<file path="config.mk">
export PLATFORM = sky130hd
export DESIGN_NAME = cpr_top
export DESIGN_NICKNAME = d
export VERILOG_FILES = /design/src/rtl/cpr_pkg.sv /design/src/rtl/cpr_gpr_bank.sv /design/src/rtl/cpr_exc_mask.sv /design/src/rtl/cpr_top.sv
export VERILOG_INCLUDE_DIRS = /design/src /design/src/rtl
export SDC_FILE = /design/constraint.sdc
export NUM_CORES = 2
export LEC_CHECK = 0
export ABC_AREA = 1
export BUFFER_PORTS_ARGS = -buffer_cell sky130_fd_sc_hd__buf_4
export CAP_MARGIN = 20
export CORE_AREA = 4 4 236 353
export DETAILED_ROUTE_END_ITERATION = 8
export DIE_AREA = 0 0 240 357
export PLACE_DENSITY_LB_ADDON = 0.08
export SLEW_MARGIN = 20
export SYNTH_ARGS = -nofsm -noshare
export SYNTH_HDL_FRONTEND = slang
export SYNTH_SLANG_ARGS = --single-unit
export TNS_END_PERCENT = 100
</file>
<file path="constraint.sdc">
create_clock -name clk -period 3.95 [get_ports clk]
set_input_delay 0.395 -clock clk [delete_from_list [all_inputs] [get_ports clk]]
set_output_delay 0.395 -clock clk [all_outputs]
set_load 0.005 [all_outputs]
</file>
<file path="src/rtl/cpr_map.svh">
// Register offsets, field positions, reset values and fault causes of the core state block.
// Assumes a 32-bit classic Wishbone slave with byte addresses; every register is one aligned word.
`ifndef CPR_MAP_SVH
`define CPR_MAP_SVH
// ======================================================================
// Byte offsets (general registers 0..15 sit at four times their index)
`define CPR_OFS_GPR_LAST  8'h3c
`define CPR_OFS_ALL_ST    8'h40
`define CPR_OFS_APP_ST    8'h44
`define CPR_OFS_INT_ST    8'h48
`define CPR_OFS_EXE_ST    8'h4c
`define CPR_OFS_PRI_MASK  8'h50
`define CPR_OFS_FLT_MASK  8'h54
`define CPR_OFS_THR_MASK  8'h58
`define CPR_OFS_MODE_CTL  8'h5c
`define CPR_OFS_MAIN_SP   8'h60
`define CPR_OFS_PROC_SP   8'h64
`define CPR_OFS_STATE     8'h68
`define CPR_OFS_FCAUSE    8'h6c
// ======================================================================
// Field layout
`define CPR_APP_FIELD     32'hf800_0000
`define CPR_INT_FIELD     32'h0000_01ff
`define CPR_EXE_FIELD     32'h0600_fc00
`define CPR_EXE_CSTATE    24
`define CPR_CTL_UNPRIV    0
`define CPR_CTL_STKSEL    1
`define CPR_SP_ALIGN      32'hffff_fffc
`define CPR_PC_ALIGN      32'hffff_fffe
`define CPR_APP_LSB       27
`define CPR_HIGH_FIRST    4'h8
`define CPR_HIGH_LAST     4'hc
`define CPR_IDX_SP        4'hd
`define CPR_IDX_LINK      4'he
`define CPR_IDX_PC        4'hf
// ======================================================================
// Reset values
`define CPR_WORD_RST      32'h0000_0000
`define CPR_EXE_RST       32'h0100_0000
`define CPR_CTL_RST       2'h0
`define CPR_BIT_RST       1'h0
`define CPR_THR_RST       9'h000
`define CPR_INT_RST       9'h000
`define CPR_FC_RST        5'h00
// ======================================================================
// Fault cause bits
`define CPR_FC_USER_REG   0
`define CPR_FC_USER_INS   1
`define CPR_FC_HIGH_REG   2
`define CPR_FC_CSTATE     3
`define CPR_FC_LEGACY     4
`endif

</file>
<file path="src/rtl/cpr_pkg.sv">
// Types shared by the core state block.
// Assumes nothing beyond a SystemVerilog compiler.
package cpr_pkg;
   // ======================================================================
   // Types
   typedef logic [31:0] cpr_word_t;
   typedef logic [8:0]  cpr_num_t;
   // Only three level-and-mode pairs exist; handler is always privileged
   typedef enum logic [1:0] {
      CPR_PRIV_THREAD  = 2'b00,
      CPR_PRIV_HANDLER = 2'b01,
      CPR_USER_THREAD  = 2'b10
   } cpr_mode_e;
   typedef enum logic [1:0] {
      CPR_IRQ_NORMAL    = 2'b00,
      CPR_IRQ_HARDFAULT = 2'b01,
      CPR_IRQ_NMI       = 2'b10
   } cpr_irq_kind_e;
endpackage : cpr_pkg

</file>
<file path="src/rtl/cpr_gpr_bank.sv">
// General register bank, registers 0 to 12, one write port and two read ports.
// Assumes the caller never addresses index 13..15 here; those read back as zero.
`timescale 1ns/1ps
`default_nettype none
`include "cpr_map.svh"
module cpr_gpr_bank
   import cpr_pkg::*;
(
   input  wire logic             clk,
   input  wire logic             arst_n,
   input  wire logic             we,
   input  wire logic [3:0]       widx,
   input  wire cpr_pkg::cpr_word_t wdata,
   input  wire logic [3:0]       ridx_a,
   input  wire logic [3:0]       ridx_b,
   output cpr_pkg::cpr_word_t    rdata_a,
   output cpr_pkg::cpr_word_t    rdata_b
);
   cpr_word_t bank_ff [0:12];
   cpr_word_t nxt_bank [0:12];

   always_comb begin
      for (int i = 0; i < 13; i++) begin
         nxt_bank[i] = (we && widx == 4'(i)) ? wdata : bank_ff[i];
      end
   end

   always_ff @(posedge clk or negedge arst_n) begin
      if (!arst_n) begin
         for (int i = 0; i < 13; i++) bank_ff[i] <= `CPR_WORD_RST;
      end else begin
         for (int i = 0; i < 13; i++) bank_ff[i] <= nxt_bank[i];
      end
   end

   assign rdata_a = (ridx_a <= `CPR_HIGH_LAST) ? bank_ff[ridx_a] : `CPR_WORD_RST;
   assign rdata_b = (ridx_b <= `CPR_HIGH_LAST) ? bank_ff[ridx_b] : `CPR_WORD_RST;
endmodule : cpr_gpr_bank
`default_nettype wire

</file>
<file path="src/rtl/cpr_exc_mask.sv">
// Exception masking decision from the three mask registers.
// Assumes the caller registers the result; purely combinational.
`timescale 1ns/1ps
`default_nettype none
module cpr_exc_mask
   import cpr_pkg::*;
(
   input  wire logic                  pri_mask,
   input  wire logic                  flt_mask,
   input  wire logic [8:0]            thr_mask,
   input  wire cpr_pkg::cpr_irq_kind_e kind,
   input  wire logic [8:0]            prio,
   output logic                       allowed
);
   logic thr_block;

   always_comb begin
      // Same or higher priority value is held back; zero switches it off
      thr_block = (thr_mask != 9'h000) && (prio >= thr_mask);
      case (kind)
         CPR_IRQ_NMI:       allowed = 1'b1;
         CPR_IRQ_HARDFAULT: allowed = !flt_mask;
         CPR_IRQ_NORMAL:    allowed = !flt_mask && !pri_mask && !thr_block;
         default:           allowed = 1'b0;
      endcase
   end
endmodule : cpr_exc_mask
`default_nettype wire

</file>
<file path="src/rtl/cpr_top.sv">
// Core architectural state: register bank, stacks, status words, masks, mode control.
// Assumes an instruction unit and exception controller on clk; software on classic Wishbone.
//
// What this block does
// - Handler mode exists only at privileged level
// - User level restricted access blocked and faults
// - Handler while servicing exception, otherwise thread
// - Registers 8-12 unreachable by 16-bit instructions
// - Stack pointer low two bits forced zero
// - Subroutine call writes return address to link
// - Program counter bit zero forced zero
// - Application flags live in bits 27-31
// - Current exception number in bits 0-8
// - Execution state bits 10-15 and 25-26
// - Bit 24 reads one; clearing it faults
// - Status parts readable combined or separately
// - Primary mask leaves only NMI and hard fault
// - Fault mask leaves only NMI
// - Threshold masks equal-or-higher values; zero disables
// - Control bit 0 selects thread privilege
// - Control bit 1 selects stack; zero in handler
// - Only compact encoding executes; legacy faults
`timescale 1ns/1ps
`default_nettype none
`include "cpr_map.svh"
module cpr_top
   import cpr_pkg::*;
(
   input  wire logic                   clk,
   input  wire logic                   arst_n,
   input  wire logic                   wb_cyc_i,
   input  wire logic                   wb_stb_i,
   input  wire logic                   wb_we_i,
   input  wire logic [7:0]             wb_adr_i,
   input  wire logic [3:0]             wb_sel_i,
   input  wire cpr_pkg::cpr_word_t     wb_dat_i,
   output cpr_pkg::cpr_word_t          wb_dat_o,
   output logic                        wb_ack_o,
   input  wire logic                   ins_valid,
   input  wire logic                   ins_wide,
   input  wire logic                   ins_legacy,
   input  wire logic                   ins_restricted,
   input  wire logic                   ins_we,
   input  wire logic [3:0]             ins_rd,
   input  wire logic [3:0]             ins_rs,
   input  wire cpr_pkg::cpr_word_t     ins_wdata,
   output cpr_pkg::cpr_word_t          rs_data_o,
   input  wire logic                   call_valid,
   input  wire cpr_pkg::cpr_word_t     call_ret_addr,
   input  wire logic                   pc_we,
   input  wire cpr_pkg::cpr_word_t     pc_next,
   output cpr_pkg::cpr_word_t          pc_o,
   input  wire logic                   flags_we,
   input  wire logic [4:0]             flags_in,
   input  wire logic                   exc_entry,
   input  wire cpr_pkg::cpr_num_t      exc_num,
   input  wire logic                   exc_return,
   input  wire cpr_pkg::cpr_num_t      exc_ret_num,
   input  wire logic                   irq_valid,
   input  wire cpr_pkg::cpr_irq_kind_e irq_kind,
   input  wire logic [8:0]             irq_prio,
   output logic                        irq_take_o,
   output logic                        fault_o,
   output logic                        handler_o,
   output logic                        user_o,
   output logic                        proc_stack_o
);
   // ======================================================================
   // State
   cpr_mode_e mode_ff, nxt_mode;
   cpr_word_t main_sp_ff, nxt_main_sp, proc_sp_ff, nxt_proc_sp;
   cpr_word_t link_ff, nxt_link, pc_ff, nxt_pc;
   cpr_word_t app_ff, nxt_app, exe_ff, nxt_exe;
   cpr_num_t  int_ff, nxt_int;
   logic      pri_ff, nxt_pri, flt_ff, nxt_flt;
   logic [8:0] thr_ff, nxt_thr;
   logic [1:0] ctl_ff, nxt_ctl;
   logic      saved_sel_ff, nxt_saved_sel;
   logic [4:0] fcause_ff, nxt_fcause;
   logic      ack_ff, nxt_ack, fault_ff, nxt_fault, take_ff, nxt_take;
   cpr_word_t rdat_ff, nxt_rdat, rs_ff, nxt_rs;

   // ======================================================================
   // Helpers
   logic      wb_go, wb_wr, in_handler, is_user, sel_proc, allowed;
   logic      blk_user, ins_ok, hi_fault, leg_fault, rst_fault, cst_fault;
   logic      g_we;
   logic [3:0] g_widx;
   cpr_word_t g_wdata, g_rd_wb, g_rd_ins, old_val, wr_val, act_sp, all_st;
   logic [4:0] fc_set;
   logic [1:0] ctl_wr;

   function automatic cpr_word_t merge(input cpr_word_t old, input cpr_word_t nw, input logic [3:0] sel);
      cpr_word_t r;
      for (int b = 0; b < 4; b++) begin
         r[b*8 +: 8] = sel[b] ? nw[b*8 +: 8] : old[b*8 +: 8];
      end
      return r;
   endfunction : merge

   cpr_gpr_bank u_bank (
      .clk    (clk),
      .arst_n (arst_n),
      .we     (g_we),
      .widx   (g_widx),
      .wdata  (g_wdata),
      .ridx_a (wb_adr_i[5:2]),
      .ridx_b (ins_rs),
      .rdata_a(g_rd_wb),
      .rdata_b(g_rd_ins)
   );

   cpr_exc_mask u_mask (
      .pri_mask(pri_ff),
      .flt_mask(flt_ff),
      .thr_mask(thr_ff),
      .kind    (irq_kind),
      .prio    (irq_prio),
      .allowed (allowed)
   );

   // ======================================================================
   // Mode decode
   always_comb begin
      in_handler = (mode_ff == CPR_PRIV_HANDLER);
      is_user    = (mode_ff == CPR_USER_THREAD);
      sel_proc   = !in_handler && ctl_ff[`CPR_CTL_STKSEL];
      act_sp     = sel_proc ? proc_sp_ff : main_sp_ff;
      all_st     = (app_ff & `CPR_APP_FIELD) | {23'h0, int_ff} | (exe_ff & `CPR_EXE_FIELD)
                   | (32'h1 << `CPR_EXE_CSTATE);
   end

   // ======================================================================
   // Register read mux and access checks
   always_comb begin
      // An instruction owns the write ports; a bus cycle waits for a free slot
      wb_go    = wb_cyc_i && wb_stb_i && !ack_ff && !ins_valid;
      // User software reaches only the general registers and the flags
      blk_user = is_user && (wb_adr_i > `CPR_OFS_GPR_LAST) && (wb_adr_i[7:2] != `CPR_OFS_APP_ST >> 2);
      wb_wr    = wb_go && wb_we_i && !blk_user;
      case (wb_adr_i[7:2])
         `CPR_OFS_ALL_ST >> 2:   old_val = all_st;
         `CPR_OFS_APP_ST >> 2:   old_val = app_ff & `CPR_APP_FIELD;
         `CPR_OFS_INT_ST >> 2:   old_val = {23'h0, int_ff};
         `CPR_OFS_EXE_ST >> 2:   old_val = (exe_ff & `CPR_EXE_FIELD) | (32'h1 << `CPR_EXE_CSTATE);
         `CPR_OFS_PRI_MASK >> 2: old_val = {31'h0, pri_ff};
         `CPR_OFS_FLT_MASK >> 2: old_val = {31'h0, flt_ff};
         `CPR_OFS_THR_MASK >> 2: old_val = {23'h0, thr_ff};
         `CPR_OFS_MODE_CTL >> 2: old_val = {30'h0, ctl_ff};
         `CPR_OFS_MAIN_SP >> 2:  old_val = main_sp_ff;
         `CPR_OFS_PROC_SP >> 2:  old_val = proc_sp_ff;
         `CPR_OFS_STATE >> 2:    old_val = {29'h0, sel_proc, is_user, in_handler};
         `CPR_OFS_FCAUSE >> 2:   old_val = {27'h0, fcause_ff};
         default: begin
            if (wb_adr_i <= `CPR_OFS_GPR_LAST) begin
               case (wb_adr_i[5:2])
                  `CPR_IDX_SP:   old_val = act_sp;
                  `CPR_IDX_LINK: old_val = link_ff;
                  `CPR_IDX_PC:   old_val = pc_ff;
                  default:       old_val = g_rd_wb;
               endcase
            end else begin
               old_val = `CPR_WORD_RST;
            end
         end
      endcase
      wr_val = merge(old_val, wb_dat_i, wb_sel_i);
      // Instruction checks
      leg_fault = ins_valid && ins_legacy;
      rst_fault = ins_valid && ins_restricted && is_user;
      hi_fault  = ins_valid && !ins_wide && ((ins_we && ins_rd >= `CPR_HIGH_FIRST && ins_rd <= `CPR_HIGH_LAST)
                  || (ins_rs >= `CPR_HIGH_FIRST && ins_rs <= `CPR_HIGH_LAST));
      ins_ok    = ins_valid && ins_we && !leg_fault && !rst_fault && !hi_fault;
      cst_fault = wb_wr && !wr_val[`CPR_EXE_CSTATE]
                  && (wb_adr_i[7:2] == `CPR_OFS_ALL_ST >> 2 || wb_adr_i[7:2] == `CPR_OFS_EXE_ST >> 2);
      fc_set = '0;
      fc_set[`CPR_FC_USER_REG] = wb_go && blk_user;
      fc_set[`CPR_FC_USER_INS] = rst_fault;
      fc_set[`CPR_FC_HIGH_REG] = hi_fault;
      fc_set[`CPR_FC_CSTATE]   = cst_fault;
      fc_set[`CPR_FC_LEGACY]   = leg_fault;
      // Single write port into the general bank
      g_we    = (ins_ok && ins_rd <= `CPR_HIGH_LAST) || (wb_wr && wb_adr_i <= `CPR_OFS_GPR_LAST
                && wb_adr_i[5:2] <= `CPR_HIGH_LAST);
      g_widx  = ins_ok ? ins_rd : wb_adr_i[5:2];
      g_wdata = ins_ok ? ins_wdata : wr_val;
   end

   // ======================================================================
   // Next state
   always_comb begin
      nxt_main_sp   = main_sp_ff;
      nxt_proc_sp   = proc_sp_ff;
      nxt_link      = link_ff;
      nxt_pc        = pc_ff;
      nxt_app       = app_ff;
      nxt_exe       = exe_ff;
      nxt_int       = int_ff;
      nxt_pri       = pri_ff;
      nxt_flt       = flt_ff;
      nxt_thr       = thr_ff;
      nxt_ctl       = ctl_ff;
      nxt_saved_sel = saved_sel_ff;
      nxt_mode      = mode_ff;
      ctl_wr        = ctl_ff;
      // Instruction writes to 13..15
      if (ins_ok && ins_rd == `CPR_IDX_SP) begin
         if (sel_proc) nxt_proc_sp = ins_wdata & `CPR_SP_ALIGN;
         else nxt_main_sp = ins_wdata & `CPR_SP_ALIGN;
      end
      if (ins_ok && ins_rd == `CPR_IDX_LINK) nxt_link = ins_wdata;
      if (ins_ok && ins_rd == `CPR_IDX_PC) nxt_pc = ins_wdata & `CPR_PC_ALIGN;
      // Bus writes
      if (wb_wr) begin
         case (wb_adr_i[7:2])
            `CPR_OFS_ALL_ST >> 2: begin
               nxt_app = wr_val & `CPR_APP_FIELD;
               nxt_exe = (wr_val & `CPR_EXE_FIELD) | (32'h1 << `CPR_EXE_CSTATE);
            end
            `CPR_OFS_APP_ST >> 2:   nxt_app = wr_val & `CPR_APP_FIELD;
            `CPR_OFS_EXE_ST >> 2:   nxt_exe = (wr_val & `CPR_EXE_FIELD) | (32'h1 << `CPR_EXE_CSTATE);
            `CPR_OFS_PRI_MASK >> 2: nxt_pri = wr_val[0];
            `CPR_OFS_FLT_MASK >> 2: nxt_flt = wr_val[0];
            `CPR_OFS_THR_MASK >> 2: nxt_thr = wr_val[8:0];
            `CPR_OFS_MODE_CTL >> 2: begin
               ctl_wr = wr_val[1:0];
               if (in_handler) ctl_wr[`CPR_CTL_STKSEL] = 1'b0;
            end
            `CPR_OFS_MAIN_SP >> 2:  nxt_main_sp = wr_val & `CPR_SP_ALIGN;
            `CPR_OFS_PROC_SP >> 2:  nxt_proc_sp = wr_val & `CPR_SP_ALIGN;
            default: begin
               if (wb_adr_i <= `CPR_OFS_GPR_LAST) begin
                  case (wb_adr_i[5:2])
                     `CPR_IDX_SP: begin
                        if (sel_proc) nxt_proc_sp = wr_val & `CPR_SP_ALIGN;
                        else nxt_main_sp = wr_val & `CPR_SP_ALIGN;
                     end
                     `CPR_IDX_LINK: nxt_link = wr_val;
                     `CPR_IDX_PC:   nxt_pc = wr_val & `CPR_PC_ALIGN;
                     default: ;
                  endcase
               end
            end
         endcase
      end
      // Core-side updates take priority over the same register from other paths
      if (flags_we) nxt_app = {flags_in, 27'h0};
      if (call_valid) nxt_link = call_ret_addr;
      if (pc_we) nxt_pc = pc_next & `CPR_PC_ALIGN;
      nxt_ctl = ctl_wr;
      // Mode transitions; handler never carries the user level
      if (exc_entry) begin
         nxt_mode = CPR_PRIV_HANDLER;
         nxt_int  = exc_num;
         if (!in_handler) nxt_saved_sel = ctl_wr[`CPR_CTL_STKSEL];
         nxt_ctl[`CPR_CTL_STKSEL] = 1'b0;
      end else if (exc_return && in_handler) begin
         nxt_int = exc_ret_num;
         if (exc_ret_num == 9'h000) begin
            // Stack choice made before entry comes back with thread mode
            nxt_ctl[`CPR_CTL_STKSEL] = saved_sel_ff;
            nxt_mode = ctl_wr[`CPR_CTL_UNPRIV] ? CPR_USER_THREAD : CPR_PRIV_THREAD;
         end
      end else if (!in_handler) begin
         nxt_mode = ctl_wr[`CPR_CTL_UNPRIV] ? CPR_USER_THREAD : CPR_PRIV_THREAD;
      end
   end

   // ======================================================================
   // Bus answer, fault and interrupt decision
   always_comb begin
      nxt_ack    = wb_go;
      nxt_rdat   = (wb_go && !wb_we_i && !blk_user) ? old_val : `CPR_WORD_RST;
      nxt_rs     = (ins_rs == `CPR_IDX_SP) ? act_sp :
                   (ins_rs == `CPR_IDX_LINK) ? link_ff :
                   (ins_rs == `CPR_IDX_PC) ? pc_ff : g_rd_ins;
      nxt_fault  = |fc_set;
      // Hardware set wins over a write-one clear in the same cycle
      nxt_fcause = fcause_ff;
      if (wb_wr && wb_adr_i[7:2] == `CPR_OFS_FCAUSE >> 2) nxt_fcause = fcause_ff & ~wr_val[4:0];
      nxt_fcause = nxt_fcause | fc_set;
      nxt_take   = irq_valid && allowed;
   end

   // ======================================================================
   // Registers
   always_ff @(posedge clk or negedge arst_n) begin
      if (!arst_n) begin
         mode_ff      <= CPR_PRIV_THREAD;
         main_sp_ff   <= `CPR_WORD_RST;
         proc_sp_ff   <= `CPR_WORD_RST;
         link_ff      <= `CPR_WORD_RST;
         pc_ff        <= `CPR_WORD_RST;
         app_ff       <= `CPR_WORD_RST;
         exe_ff       <= `CPR_EXE_RST;
         int_ff       <= `CPR_INT_RST;
         pri_ff       <= `CPR_BIT_RST;
         flt_ff       <= `CPR_BIT_RST;
         thr_ff       <= `CPR_THR_RST;
         ctl_ff       <= `CPR_CTL_RST;
         saved_sel_ff <= `CPR_BIT_RST;
         fcause_ff    <= `CPR_FC_RST;
         ack_ff       <= 1'b0;
         fault_ff     <= 1'b0;
         take_ff      <= 1'b0;
         rdat_ff      <= `CPR_WORD_RST;
         rs_ff        <= `CPR_WORD_RST;
      end else begin
         mode_ff      <= nxt_mode;
         main_sp_ff   <= nxt_main_sp;
         proc_sp_ff   <= nxt_proc_sp;
         link_ff      <= nxt_link;
         pc_ff        <= nxt_pc;
         app_ff       <= nxt_app;
         exe_ff       <= nxt_exe;
         int_ff       <= nxt_int;
         pri_ff       <= nxt_pri;
         flt_ff       <= nxt_flt;
         thr_ff       <= nxt_thr;
         ctl_ff       <= nxt_ctl;
         saved_sel_ff <= nxt_saved_sel;
         fcause_ff    <= nxt_fcause;
         ack_ff       <= nxt_ack;
         fault_ff     <= nxt_fault;
         take_ff      <= nxt_take;
         rdat_ff      <= nxt_rdat;
         rs_ff        <= nxt_rs;
      end
   end

   // ======================================================================
   // Outputs: mode flags are registered from the next mode state
   logic hnd_ff, usr_ff, psel_ff;
   always_ff @(posedge clk or negedge arst_n) begin
      if (!arst_n) begin
         hnd_ff  <= 1'b0;
         usr_ff  <= 1'b0;
         psel_ff <= 1'b0;
      end else begin
         hnd_ff  <= (nxt_mode == CPR_PRIV_HANDLER);
         usr_ff  <= (nxt_mode == CPR_USER_THREAD);
         psel_ff <= (nxt_mode != CPR_PRIV_HANDLER) && nxt_ctl[`CPR_CTL_STKSEL];
      end
   end

   assign wb_ack_o     = ack_ff;
   assign wb_dat_o     = rdat_ff;
   assign rs_data_o    = rs_ff;
   assign pc_o         = pc_ff;
   assign fault_o      = fault_ff;
   assign irq_take_o   = take_ff;
   assign handler_o    = hnd_ff;
   assign user_o       = usr_ff;
   assign proc_stack_o = psel_ff;
endmodule : cpr_top
`default_nettype wire

</file>
== Word level (Yosys, flattened, before mapping) ==
Cells that the tools add are included.
W data, S select, Z words.
Storage, ports and cells
  input port bits: 198
  word-level logic and storage cells: 246
  register bits: 684
  output and inout bits: 102
Operators by class
  reductions and logical operators: 86
  bitwise gates (word level): 8
  eq/ne operators: 41
  order comparisons: 10
  multiplexer cells: 66
Operators by type and width (count)
  $mux W32: 40
  $pmux W32 S12: 1
  $bmux W32 S4: 2
  $pmux W32 S2: 2
  $pmux W32 S3: 1
  $eq A6 B5 Y1 const B: 12
  $eq A4 B4 Y1 const B: 14
  $logic_and A1 B1 Y1: 51
  $mux W8: 4
  $or A32 B27 Y32: 1
  $or A32 B9 Y32: 1
  $mux W9: 2
  $eq A4 B3 Y1 const B: 4
  $reduce_or A8 Y1: 2
  $mux W2: 7
  $logic_not A1 Y1: 13
  $le A4 B4 Y1 const B: 3
  $reduce_and A2 Y1: 6
  $ge A5 B5 Y1 const B: 2
  $not A4 Y5: 2
  $ge A9 B9 Y1: 1
  $logic_not A9 Y1: 1
  $reduce_bool A9 Y1: 1
  $reduce_or A9 Y1: 1
  other kinds (23): 37

== Depth between registers and ports, before layout ==
  depth after elaboration: 18
  gate-level depth with buffers: 18
  gate-level depth less buffers: 15

== By module ==
A second synthesis with hierarchy kept.
Second synthesis, totals
  cell total of the unflattened synthesis: 5872
  area total of the unflattened synthesis: 39512.9 um^2
By module, submodules not included
  cpr_gpr_bank: seq. area each 10410.0 um^2, cells each 3543, area each 23866.6 um^2, instances 1
  cpr_top: seq. area each 6030.8 um^2, cells each 2273, area each 15318.4 um^2, instances 1
  cpr_exc_mask: seq. area each 0.0 um^2, cells each 56, area each 327.8 um^2, instances 1

== Least setup slack after synthesis ==
OpenSTA, ideal clock, no wires.
  kind: input to register
  from: in wb_adr_i[3]
  to: reg u_bank.bank_ff[135] (netlist bit)
  arrival: 2057 ps
  path buffers: 4
  required time: 3833 ps
  setup slack: 1776 ps
  cell stages on the path: 14
  setup time: 117 ps
  cell sequence: buf_2 > nor2_1 > buf_2 > buf_2 > a21oi_1 > a21oi_1 > nand3_1 > nand2_1 > nand3_1 > nand3_1 > nand2_1 > buf_2 > nand2_1 > nand2_1
Between the ends
  cells in the longest elaborated chain, start to end: 10
  elaborated cells on any way between the ends: 39
  classes of those cells: order compare (3); eq/ne (17); mux (10); bitwise (1); reduce/logical (8)
RTL lines
  from (decl): line cpr_top.sv:34  | input wire logic [7:0] wb_adr_i,
  $not A4 Y5 (implied by the code): line cpr_gpr_bank.sv:36  | assign rdata_a = (ridx_a <= `CPR_HIGH_LAST) ? bank_ff[ridx_a] : `CPR_WORD_RST;
  $bmux W32 S4: line cpr_gpr_bank.sv:36
  $mux W32 (implied by the code) (2 in a row): line cpr_gpr_bank.sv:36
  $mux W32 (no source line)
  $pmux W32 S3: line cpr_top.sv:156  | case (wb_adr_i[5:2])
  $mux W32: line cpr_top.sv:155  | if (wb_adr_i <= `CPR_OFS_GPR_LAST) begin
  $pmux W32 S12: line cpr_top.sv:141  | case (wb_adr_i[7:2])
  $mux W8: line cpr_top.sv:96  | r[b*8 +: 8] = sel[b] ? nw[b*8 +: 8] : old[b*8 +: 8];
  $mux W32: line cpr_top.sv:186  | g_wdata = ins_ok ? ins_wdata : wr_val;
  to (decl): line cpr_gpr_bank.sv:19  | cpr_word_t bank_ff [0:12];
Several ways; a longest one is shown, not always the timed one. The select of a mux whose other input is x is not followed.
A chain may end at the register's enable or synchronous reset.

== Worst setup path after layout ==
  from: reg mode_ff[1]
  to: reg u_bank.bank_ff[333] (netlist bit)
Between the ends
  cells in the longest elaborated chain, start to end: 9
  elaborated cells on any way between the ends: 25
  classes of those cells: eq/ne (3); mux (7); reduce/logical (15)
RTL lines
  from (decl): line cpr_top.sv:70  | cpr_mode_e mode_ff, nxt_mode;
  from (signal assigned): line cpr_top.sv:309  | mode_ff <= nxt_mode;
  $eq A2 B1 Y1 or $eq A2 B2 Y1 (tied branches): line cpr_top.sv:125, cpr_top.sv:126
  $logic_not A1 Y1 or $logic_and A1 B1 Y1 (tied branches)
  $logic_and A1 B1 Y1, on equally long branches: line cpr_top.sv:127, cpr_top.sv:139
  $mux W32 or $logic_not A1 Y1 (tied branches): line cpr_top.sv:128, cpr_top.sv:140
  $pmux W32 S3 or $logic_and A1 B1 Y1 (tied branches): line cpr_top.sv:156, cpr_top.sv:140
  $mux W32 or $logic_and A1 B1 Y1 (tied branches)
  $pmux W32 S12 or $logic_and A1 B1 Y1 (tied branches)
  $mux W8 or $logic_or A1 B1 Y1 (tied branches): line cpr_top.sv:96, cpr_top.sv:183
  $mux W32 or $logic_and A1 B1 Y1 (tied branches): line cpr_top.sv:186, cpr_gpr_bank.sv:24
Several ways; a longest one is shown, not always the timed one.

==> impl_metrics.csv <==
group,metric,value,unit
floorplanning,rows,127,
grt,grt_pass1_vias,38154,
sta,rsz0062_at_grt,"no",
yosys,yosys.area.top_type,"dfrtp_1",
clock_network,cts_buffers,69,
clock_network,cts_tree,"built",
sta,tns,0,ns
yosys,yosysSeqAreaShare,44.0,%
final_layout,layout_common_cells,"nand2_1 (2,670), dfrtp_1 (657), buf_4 (428), nand3_1 (301), o21ai_0 (258)",
route,drt-pass1-iter-count,6,
placement,hpwl,113000,um
route,drc,0,
final_layout,areaGrowthSynthToFinish,17.7,%
worst_setup_path,critical_path_peak_fanout,20,
grt,grt_pass1_wl,251000,um
grt,grt_use_met3,8.32,%
sta,final-setup-viol-count,0,
worst_setup_path,startpoint,"mode_ff[1]$_DFF_PN0_",
grt,grt_usage,39.2,%
sta,tightest_slew,1.16,ns
sta,report.final.hold_viol_count,0,
yosys,async_flop_share,100,%
worst_setup_path,cp.arrival,3.72,ns
clock_network,clk_latency,0.65,ns
floorplanning,die_y,357,um
job,maxCapViolations,0,
yosys,yosysUniqueCellTypes,46,
power_and_ir_drop,peakVddDrop,0.332,mV
clock_network,clkTransAtPathRegs,0.06,ns
route,vias_per_cell,5.95,
power_and_ir_drop,static-leakage-power,22.1,nW
route,wire_per_inst,25.4,um
clock_network,h-tree-depth,3,
placement,place.port_buffers,298,
worst_setup_path,critPathRequiredTime,4.47,ns
final_layout,final_layout_size_suffix_gt1_share,12.5,%
final_layout,nNetsFinal,5904,
grt,antenna_found_initial,3,
yosys,synth-seq-cells,657,
clock_network,cts_root_buffer,"clkbuf_16",
final_layout,final_common_cell,"nand2_1",
yosys,yosys_warnings,0,
yosys,postSynthCellCount,5463,
grt,grt_use_met1,52.5,%
worst_setup_path,setup.worst_path.end_class,"register",
status,status,"completed",
sta,period_minus_slack,3.20,ns
yosys,netlist.area_leader.share,44.0,%
yosys,synth_area_per_cell,6.84,um^2
floorplanning,die_w,240,um
route,routed_wl,172000,um
yosys,synth_edf_count,0,
min_path,hold_start,"exc_num[5]",
sta,skew,0.0349,ns
sta,period_share,80.9,%
grt,grtUsageMet2,59.8,%
power_and_ir_drop,p_per_area,439,nW/um^2
worst_setup_path,crit_path_start_kind,"register",
yosys,ys.flop_type,"dfrtp_1",
grt,top_usage_layer,"met2",
floorplanning,start_util,46.6,%
sta,drv_slew,0,
floorplanning,pin_count,300,
grt,grt.overflow.total,0,
min_path,hp-class,"input pin to register",
worst_setup_path,r2r-start,"mode_ff[1]$_DFF_PN0_",
yosys,synth_fp_nets,5670,
clock_network,cts_buffer_depth,3,
floorplanning,core,80100,um^2
sta,relSlewSlack,21.8,%
sta,max_freq,313,MHz
yosys,yosys-top-cells-area,"dfrtp_1 (44%), nand2_1 (27%), nand3_1 (4.0%)",
route,drt_iter0_drc,5463,
placement,gp_congestion,0.992,
clock_network,post_cts_resized,0,
floorplanning,die_area,85700,um^2
route,antenna_left,0,
grt,grt_max_degree,118,
sta,fin_hold_ws,0.0156,ns
route,vias,40337,
clock_network,clock-sinks,657,
yosys,syn_area,37400,um^2
worst_setup_path,critPathKind,"register to register",
per-layer routing:
| metal | wire length, um | up-vias |
|---|---|---|
| met3 | 20100 | 577 |
| met4 | 10200 | 2 |
| met5 | 11 | - |
| li1 | - | 18016 |
| met1 | 66200 | 19053 |
| met2 | 75800 | 2689 |
cells in the mapped netlist (2+ instances only):
cell       count
inv_2         32
nor4_1         4
nand3_2        4
o21bai_1       5
ha_1           9
buf_1         28
o311ai_0       2
o21ai_1       64
nor2_1       168
buf_6          2
nand3_1      301
o211ai_1      86
nor3_1        17
a31oi_1        7
nor2_2        10
nand2_1     2673
a21oi_1      239
dfrtp_1      657
o2bb2ai_1      2
o221ai_1      11
a22oi_1       62
o31ai_1        2
o21ai_0      258
o2111ai_1      9
buf_4          9
clkbuf_1     181
nand3b_1       6
a41oi_1        9
nor2_4         2
inv_1        253
o22ai_1       33
nor3_4         3
nand4_1      104
nor3_2         2
nand2_2        9
buf_2        128
or2_2         63
worst paths after layout:
| kind | slack (ns) | cells after the start | to |
|---|---|---|---|
| max | 0.75 | 13 | u_bank.bank_ff[333]$_DFFE_PN0P_ |
| min | 0.02 | 3 | int_ff[5]$_DFFE_PN0P_ |
| max reg2reg | 0.75 | 13 | u_bank.bank_ff[333]$_DFFE_PN0P_ |
| min reg2reg | 0.48 | 2 | u_bank.bank_ff[130]$_DFFE_PN0P_ |
| max in group asynchronous | 2.43 | 3 | u_bank.bank_ff[365]$_DFFE_PN0P_ |
| min in group asynchronous | 0.34 | 2 | int_ff[2]$_DFFE_PN0P_ |
through the flow:
stage	utilization (%)	cell area [um^2]	setup slack [ns]	instances	total power [mW]
finish	54.9	44000	0.754	6784	19.3
global route	54.9	44000	0.558	6782	20.1
CTS	54.9	44000	0.857	6781	19.2
global placement	51.3	41100	0.502	6607	12.1
detailed placement	51.3	41100	0.498	6607	12.2
floorplan	-	37400	1.78	5463	10.6
critical path: stages, from the launching register on:
cell and delay, ns:
dfrtp_1 0.36, inv_1 0.10, nand2_1 0.18, nand2_2 0.50, buf_4 0.36, o21ai_0 0.19, nand2_1 0.10, nand2_1 0.08
o21ai_1 0.22, nand3_1 0.18, nand3_1 0.14, nand2_1 0.40, nand2_1 0.17, nand2_1 0.07
flip-flops by register name, indices dropped and copies added (netlist names), 5 cells and up:
signal          cells
app_ff              5
exe_ff              8
fcause_ff           5
int_ff              9
link_ff            32
main_sp_ff         32
pc_o               32
proc_sp_ff         32
rs_data_o          32
thr_ff              9
u_bank.bank_ff    416
wb_dat_o           32
area by class of cell:
| type | count | area (um^2) |
|---|---|---|
| Antenna cell | 3 | 7.51 |
| Clock buffer | 98 | 2050 |
| Clock inverter | 25 | 317 |
| Fill cell | 7903 | 36100 |
| Inverter | 287 | 1080 |
| Multi-Input combinational cell | 4171 | 18400 |
| Sequential cell | 657 | 16400 |
| Tap cell | 1032 | 1290 |
| Timing Repair Buffer | 511 | 4360 |
power breakdown:
part           switching [mW]  internal [mW]  total [mW]
sequential              0.787           7.72        8.51
clock                    3.01           4.02        7.03
combinational            2.42           1.35        3.76
total                    6.21           13.1        19.3
logic make-up after synthesis:
group,after synthesis,synth area share [%]
and+or+nand+nor,3368,36.6
buffers and inverters,635,6.95
AOI/OAI and AO/OA,794,12.2
DFF,657,44.0
adders and majority gates,9,0.301
what timing repair did:
action	4_1_cts	5_1_grt
hold endpoints to repair	111	0
buffers inserted	0	0
hold buffers	51	0
(Power assumes the default switching activity.)
